<file path="src/hdl/mgmt_serial_consts.vh">
// constants for the serial management slave port
`ifndef MGMT_SERIAL_CONSTS_VH
`define MGMT_SERIAL_CONSTS_VH
`define PREAMBLE_ONES 6'd32
`define OP_READ 2'b10
`define OP_WRITE 2'b01
`define START_PAT 2'b01
`define DATA_BITS 5'd16
`define STATUS_REG_ADDR 5'h01
`define STATUS_SUPPR_BIT 6
`define HDR_BITS 5'd14
`endif

</file>
<file path="src/hdl/mgmt_serial_slave_port.v">
// serial management slave port: frame decoder and register access
`timescale 1ns/1ps
`default_nettype none
`include "mgmt_serial_consts.vh"
// Function
// - five-bit device address selects one of 32
// - line released during idle, write turnaround and first read turnaround bit
// - ignore frames until 32-one preamble seen
// - frame starts with zero then one
// - start, opcode, addresses, turnaround, then data
// - nobody drives first read turnaround bit
// - device drives zero then read data
// - status register bit 6 reports suppression support
// - accept back-to-back frames once synchronised
// - sixteen-bit data field, thirty-two registers
module mgmt_serial_slave_port #(
  parameter PHY_ADDR = 5'h01
) (
  input wire CLK,
  input wire RST,
  input wire MDC,
  input wire MDIO_IN,
  output reg MDIO_OUT,
  output reg MDIO_OE_N,
  output reg [4:0] REG_ADDR,
  output reg [15:0] WR_DATA,
  output reg WR_STROBE,
  input wire [15:0] RD_DATA,
  output reg SYNCED
);
  localparam ST_PRE = 3'd0;
  localparam ST_IDLE = 3'd1;
  localparam ST_HDR = 3'd2;
  localparam ST_TA = 3'd3;
  localparam ST_DATA = 3'd4;

  reg mdc_s1_ff, mdc_s2_ff, mdc_s3_ff;
  reg dio_s1_ff, dio_s2_ff;
  reg [2:0] state_ff;
  reg [5:0] cnt_ff;
  reg [13:0] hdr_ff;
  reg [15:0] shift_ff;
  reg is_read_ff;
  reg mine_ff;
  wire rise = mdc_s2_ff & ~mdc_s3_ff;
  wire fall = ~mdc_s2_ff & mdc_s3_ff;
  wire bit_in = dio_s2_ff;
  wire [13:0] hdr_nxt = {hdr_ff[12:0], bit_in};

  // pins cross into CLK domain through two flops
  always @(posedge CLK) begin
    mdc_s1_ff <= MDC;
    mdc_s2_ff <= mdc_s1_ff;
    mdc_s3_ff <= mdc_s2_ff;
    dio_s1_ff <= MDIO_IN;
    dio_s2_ff <= dio_s1_ff;
  end

  always @(posedge CLK) begin
    if (RST) begin
      state_ff <= ST_PRE;
      cnt_ff <= 6'd0;
      hdr_ff <= 14'h0000;
      shift_ff <= 16'h0000;
      is_read_ff <= 1'b0;
      mine_ff <= 1'b0;
      MDIO_OUT <= 1'b1;
      MDIO_OE_N <= 1'b1;
      REG_ADDR <= 5'h00;
      WR_DATA <= 16'h0000;
      WR_STROBE <= 1'b0;
      SYNCED <= 1'b0;
    end else begin
      WR_STROBE <= 1'b0;
      if (rise) begin
        case (state_ff)
          ST_PRE: begin
            // count contiguous ones; any zero restarts
            if (!bit_in)
              cnt_ff <= 6'd0;
            else if (cnt_ff == `PREAMBLE_ONES - 6'd1) begin
              state_ff <= ST_IDLE;
              SYNCED <= 1'b1;
            end else
              cnt_ff <= cnt_ff + 6'd1;
          end
          ST_IDLE: begin
            // first zero is start bit; no preamble needed again
            if (!bit_in) begin
              state_ff <= ST_HDR;
              hdr_ff <= 14'h0000;
              cnt_ff <= 6'd1;
            end
          end
          ST_HDR: begin
            hdr_ff <= hdr_nxt;
            cnt_ff <= cnt_ff + 6'd1;
            if (cnt_ff == 6'd1 && !bit_in) begin
              state_ff <= ST_PRE;
              cnt_ff <= 6'd0;
              SYNCED <= 1'b0;
            end else if (cnt_ff == 6'd3 && hdr_nxt[1:0] != `OP_READ
                         && hdr_nxt[1:0] != `OP_WRITE) begin
              state_ff <= ST_PRE;
              cnt_ff <= 6'd0;
              SYNCED <= 1'b0;
            end else if (cnt_ff == 6'd13) begin
              // hdr_nxt: op[11:10] phy[9:5] reg[4:0]
              is_read_ff <= (hdr_nxt[11:10] == `OP_READ);
              mine_ff <= (hdr_nxt[9:5] == PHY_ADDR);
              REG_ADDR <= hdr_nxt[4:0];
              state_ff <= ST_TA;
              cnt_ff <= 6'd0;
            end
          end
          ST_TA: begin
            cnt_ff <= cnt_ff + 6'd1;
            if (cnt_ff == 6'd0) begin
              // first turnaround bit: line stays released
              if (!is_read_ff && !bit_in) begin
                // restart the preamble count from zero, not from the turnaround count
                state_ff <= ST_PRE;
                cnt_ff <= 6'd0;
                SYNCED <= 1'b0;
              end
            end else begin
              if (!is_read_ff && bit_in) begin
                state_ff <= ST_PRE;
                cnt_ff <= 6'd0;
                SYNCED <= 1'b0;
              end else begin
                state_ff <= ST_DATA;
                cnt_ff <= 6'd0;
                shift_ff <= RD_DATA;
                if (REG_ADDR == `STATUS_REG_ADDR)
                  shift_ff[`STATUS_SUPPR_BIT] <= 1'b1;
              end
            end
          end
          ST_DATA: begin
            cnt_ff <= cnt_ff + 6'd1;
            if (!is_read_ff)
              shift_ff <= {shift_ff[14:0], bit_in};
            if (cnt_ff == {1'b0, `DATA_BITS} - 6'd1) begin
              state_ff <= ST_IDLE;
              cnt_ff <= 6'd0;
              if (!is_read_ff && mine_ff) begin
                WR_DATA <= {shift_ff[14:0], bit_in};
                WR_STROBE <= 1'b1;
              end
            end
          end
          default: begin
            state_ff <= ST_PRE;
            cnt_ff <= 6'd0;
          end
        endcase
      end
      // drive after the falling edge so data is steady at the next rise
      if (fall) begin
        if (state_ff == ST_TA && cnt_ff == 6'd1 && is_read_ff && mine_ff) begin
          MDIO_OUT <= 1'b0;
          MDIO_OE_N <= 1'b0;
        end else if (state_ff == ST_DATA && is_read_ff && mine_ff) begin
          MDIO_OUT <= shift_ff[15 - cnt_ff[3:0]];
          MDIO_OE_N <= 1'b0;
        end else begin
          MDIO_OUT <= 1'b1;
          MDIO_OE_N <= 1'b1;
        end
      end
    end
  end
endmodule // mgmt_serial_slave_port
`default_nettype wire

</file>
<file path="config.mk">
export PLATFORM = sky130hd
export DESIGN_NAME = mgmt_serial_slave_port
export DESIGN_NICKNAME = d
export VERILOG_FILES = /design/src/hdl/mgmt_serial_slave_port.v
export VERILOG_INCLUDE_DIRS = /design/src /design/src/hdl
export SDC_FILE = /design/constraint.sdc
export NUM_CORES = 1
export LEC_CHECK = 0
export ABC_AREA = 1
export BUFFER_PORTS_ARGS = -buffer_cell sky130_fd_sc_hd__clkbuf_2
export CAP_MARGIN = 15
export CORE_MARGIN = 2
export CORE_UTILIZATION = 44
export CTS_BUF_LIST = sky130_fd_sc_hd__clkbuf_4
export DETAILED_ROUTE_END_ITERATION = 10
export PLACE_DENSITY_LB_ADDON = 0.05
export SYNTH_ARGS = -nofsm -noshare
export SYNTH_HDL_FRONTEND = slang
export SYNTH_SLANG_ARGS = --single-unit
</file>
<file path="constraint.sdc">
create_clock -name CLK -period 3.15 [get_ports CLK]
set_input_delay 0.4725 -clock CLK [delete_from_list [all_inputs] [get_ports CLK]]
set_output_delay 0.4725 -clock CLK [all_outputs]
set_load 0.05 [all_outputs]
</file>
==> results_dict.tcl <==
set metrics [dict create \
    gp_congestion 0.911 \
    path_clk_slew_ns 0.11 \
    max-clock-path-buffers 2 \
    worst_clock_skew_ns 0.0114 \
    htree_levels 3 \
    power_density_nw_per_um2 412 \
    grtUsageTotal_pct 20.7 \
    critPathKind "reg2reg" \
    synth_cell_types 35 \
    smallest_hold_slack_ns 0.154 \
    via_count_of_the_first_global_routing_pass 2865 \
    hold_viol_final 0 \
    antenna_cells 0 \
    fmax_ghz 0.455 \
    dp_hpwl_um 5650 \
    stdcell_area_um2 3670 \
    static_power_due_to_leakage_nw 1.55 \
    commonest_register_cell_after_synthesis "sky130_fd_sc_hd__dfxtp_1" \
    yosysSeqAreaShare_pct 41.3 \
    synth_area_um2 3300 \
    yosys_register_bits 68 \
    post-cts-setup-buffer-count 0 \
    die_w_um 90.6 \
    numPortBuffers 44 \
    design.final.nets 535 \
    vias_per_cell 4.92 \
    fp.dieArea_um2 8210 \
    clock_tree_from_tritoncts "yes" \
    worst-r2r-cell-count 6 \
    worstMarginPinSlew_ns 0.800 \
    drt_wl_total_um 8150 \
    first_pass_iters 4 \
    hp_start "MDC" \
    postCtsResizedCells 0 \
    whs_endpoint "mdc_s1_ff" \
    antenna_found_initial 0 \
    floorplan.initialDensity_pct 45.5 \
    fp-row-count 31 \
    synth_edf_count 0 \
    placement.cell_area_um2 3540 \
    totalNegativeSetupSlack_ns 0 \
    fill_cells 795 \
    hp-class "in2reg" \
    finalSetupViolations 0 \
    clock_insertion_delay_worst_skew_ns 0.42 \
    postLayoutSetupSlackWorst_ns 0.953 \
    post-layout-total-power_w 0.00152 \
    critical_path.reg2reg.endpoint "is_read_ff" \
    regToRegSetupSlack_ns 0.95 \
    avg_synthesized_cell_area_um2 6.93 \
    grt_max_degree 37 \
    worstSetupStartpointType "flop" \
    route.detailed.drc 0 \
    outcome "finished, final reports clean" \
    post_cts_hold_buffers 0 \
    drv.max_cap_violation_count 0 \
    postRouteAntennaNets 0 \
    critPathArrivalTime_ns 2.49 \
    global_route_wire_length_before_repair_um 13600 \
    fin_crit_sh_pct 69.8 \
    drt_first_iter_violations 147 \
    cts_root_buf "sky130_fd_sc_hd__clkbuf_4" \
    die_h_um 90.6 \
    io_pins 45 \
    rsz0062_at_grt "no" \
    postSynth.asyncResetShare_pct 0 \
    areaGrowthSynthToFinish_pct 11.3 \
    worst_hold_path.num_cells 1 \
    routed_wire_length_per_instance_um 13.2 \
    yosys_warnings 0 \
    mostFrequentLayoutCell "sky130_fd_sc_hd__nor2_1" \
    commonest_non_fill_non_tap_cells_in_the_layout "sky130_fd_sc_hd__nor2_1 (87), sky130_fd_sc_hd__nand2_1 (79), sky130_fd_sc_hd__dfxtp_1 (68)" \
    sort_of_element_at_the_end_of_the_critical_path "flop" \
    path_max_fanout 19 \
    number_of_buffers_added_by_the_clock_tree_synthesis_step 9 \
    postSynthNetCount 499 \
    syn-instance-count 476 \
    worst_slew_margin_rel_pct 46.6 \
    gr-total-overflow 0 \
    preCtsSetupSlack_ns 1.00 \
    worst-endpoint-required_ns 3.44 \
    maximum_vdd_drop_mv 0.214 \
    tritoncts_num_sinks 68 \
    core_area_um2 7250 \
    rr_startpoint "cnt_ff[0]" \
    finalCriticalPeriod_ns 2.20 \
    drive_gt1_share_pct 14.9 \
    timing_max_transition_violations_final 0 \
    vias 3028 \
]
## critical path, cell delays in order, from the launching register on
cell	delay, ns
sky130_fd_sc_hd__dfxtp_1	0.68
sky130_fd_sc_hd__ha_1	0.30
sky130_fd_sc_hd__nand3_1	0.15
sky130_fd_sc_hd__nor3_2	0.56
sky130_fd_sc_hd__inv_1	0.16
sky130_fd_sc_hd__a21oi_1	0.17
sky130_fd_sc_hd__a211oi_1	0.06
## worst max path at each step
| stage | start | end | slack [ns] | depth (start not counted) |
|---|---|---|---|---|
| global placement | cnt_ff[0] | state_ff[2] | 1.09 | 10 |
| finish | cnt_ff[0] | is_read_ff | 0.95 | 6 |
| detailed placement | cnt_ff[0] | is_read_ff | 1.00 | 6 |
| CTS | cnt_ff[0] | is_read_ff | 0.97 | 6 |
| global route | cnt_ff[0] | is_read_ff | 0.66 | 6 |
| floorplan | cnt_ff[0] | state_ff[2] | 1.53 | 11 |
## report_power, final
part	switching, W	internal (W)	total, W	leakage (nW)
sequential	0.00000631	0.000865	0.000871	0.550
combinational	0.0000475	0.0000249	0.0000725	0.936
clock	0.000317	0.000255	0.000571	0.0682
total	0.000370	0.00114	0.00152	1.55
## final cells by class
cell class                      count  area (um2)  share of cell area [%]
Inverter                           71         274                    7.46
Sequential cell                    68        1360                    37.1
Tap cell                           99         124                    3.37
Clock inverter                      5        52.6                    1.43
Multi-Input combinational cell    316        1540                    42.0
Clock buffer                       11        82.6                    2.25
Timing Repair Buffer               46         235                    6.40
## per-layer routing
layer  routed length (um)  track usage, %
met1                 3900            26.3
met2                 3730            34.2
met3                  413            3.84
met4                  108            8.85
met5                    0               0
## stage by stage
step | std cells | utilization (%)
after floorplan | 476 | -
after global placement | 600 | 48.8
after detailed placement | 600 | 48.8
after CTS | 616 | 50.6
after global routing | 616 | 50.6
final | 616 | 50.6
## cells by family after synthesis
| logic type | share of synthesized area [%] |
|---|---|
| buffers and inverters | 11.9 |
| flip-flops | 41.3 |
| XOR/XNOR | 0.797 |
| AO/OA/AOI/OAI | 17.6 |
| AND/OR/NAND/NOR | 27.3 |
| adder cells (fa/ha/maj) | 1.14 |
## flip-flops by register name, indices dropped and copies added, names as in the netlist, 3 cells and up
signal	cells
REG_ADDR	5
WR_DATA	16
cnt_ff	6
hdr_ff	11
shift_ff	16
state_ff	3
## Yosys cell counts, types with 2 or more instances
master                     instances  area, um2
sky130_fd_sc_hd__a211oi_1         17        128
sky130_fd_sc_hd__a21oi_1          27        135
sky130_fd_sc_hd__buf_2             5       25.0
sky130_fd_sc_hd__buf_4             3       22.5
sky130_fd_sc_hd__clkbuf_1         11       41.3
sky130_fd_sc_hd__dfxtp_1          68       1360
sky130_fd_sc_hd__ha_1              3       37.5
sky130_fd_sc_hd__inv_1            67        251
sky130_fd_sc_hd__inv_2             2       7.51
sky130_fd_sc_hd__nand2_1          79        297
sky130_fd_sc_hd__nand2_4           3       33.8
sky130_fd_sc_hd__nand3_1          20        100
sky130_fd_sc_hd__nand4_1           5       31.3
sky130_fd_sc_hd__nor2_1           87        327
sky130_fd_sc_hd__nor2_2            4       25.0
sky130_fd_sc_hd__nor2_4            2       22.5
sky130_fd_sc_hd__nor3_1            3       15.0
sky130_fd_sc_hd__o21ai_0          39        195
sky130_fd_sc_hd__o21ai_1           4       20.0
sky130_fd_sc_hd__o22ai_1          11       68.8
sky130_fd_sc_hd__xnor2_1           2       17.5
(Power assumes the default switching activity.)
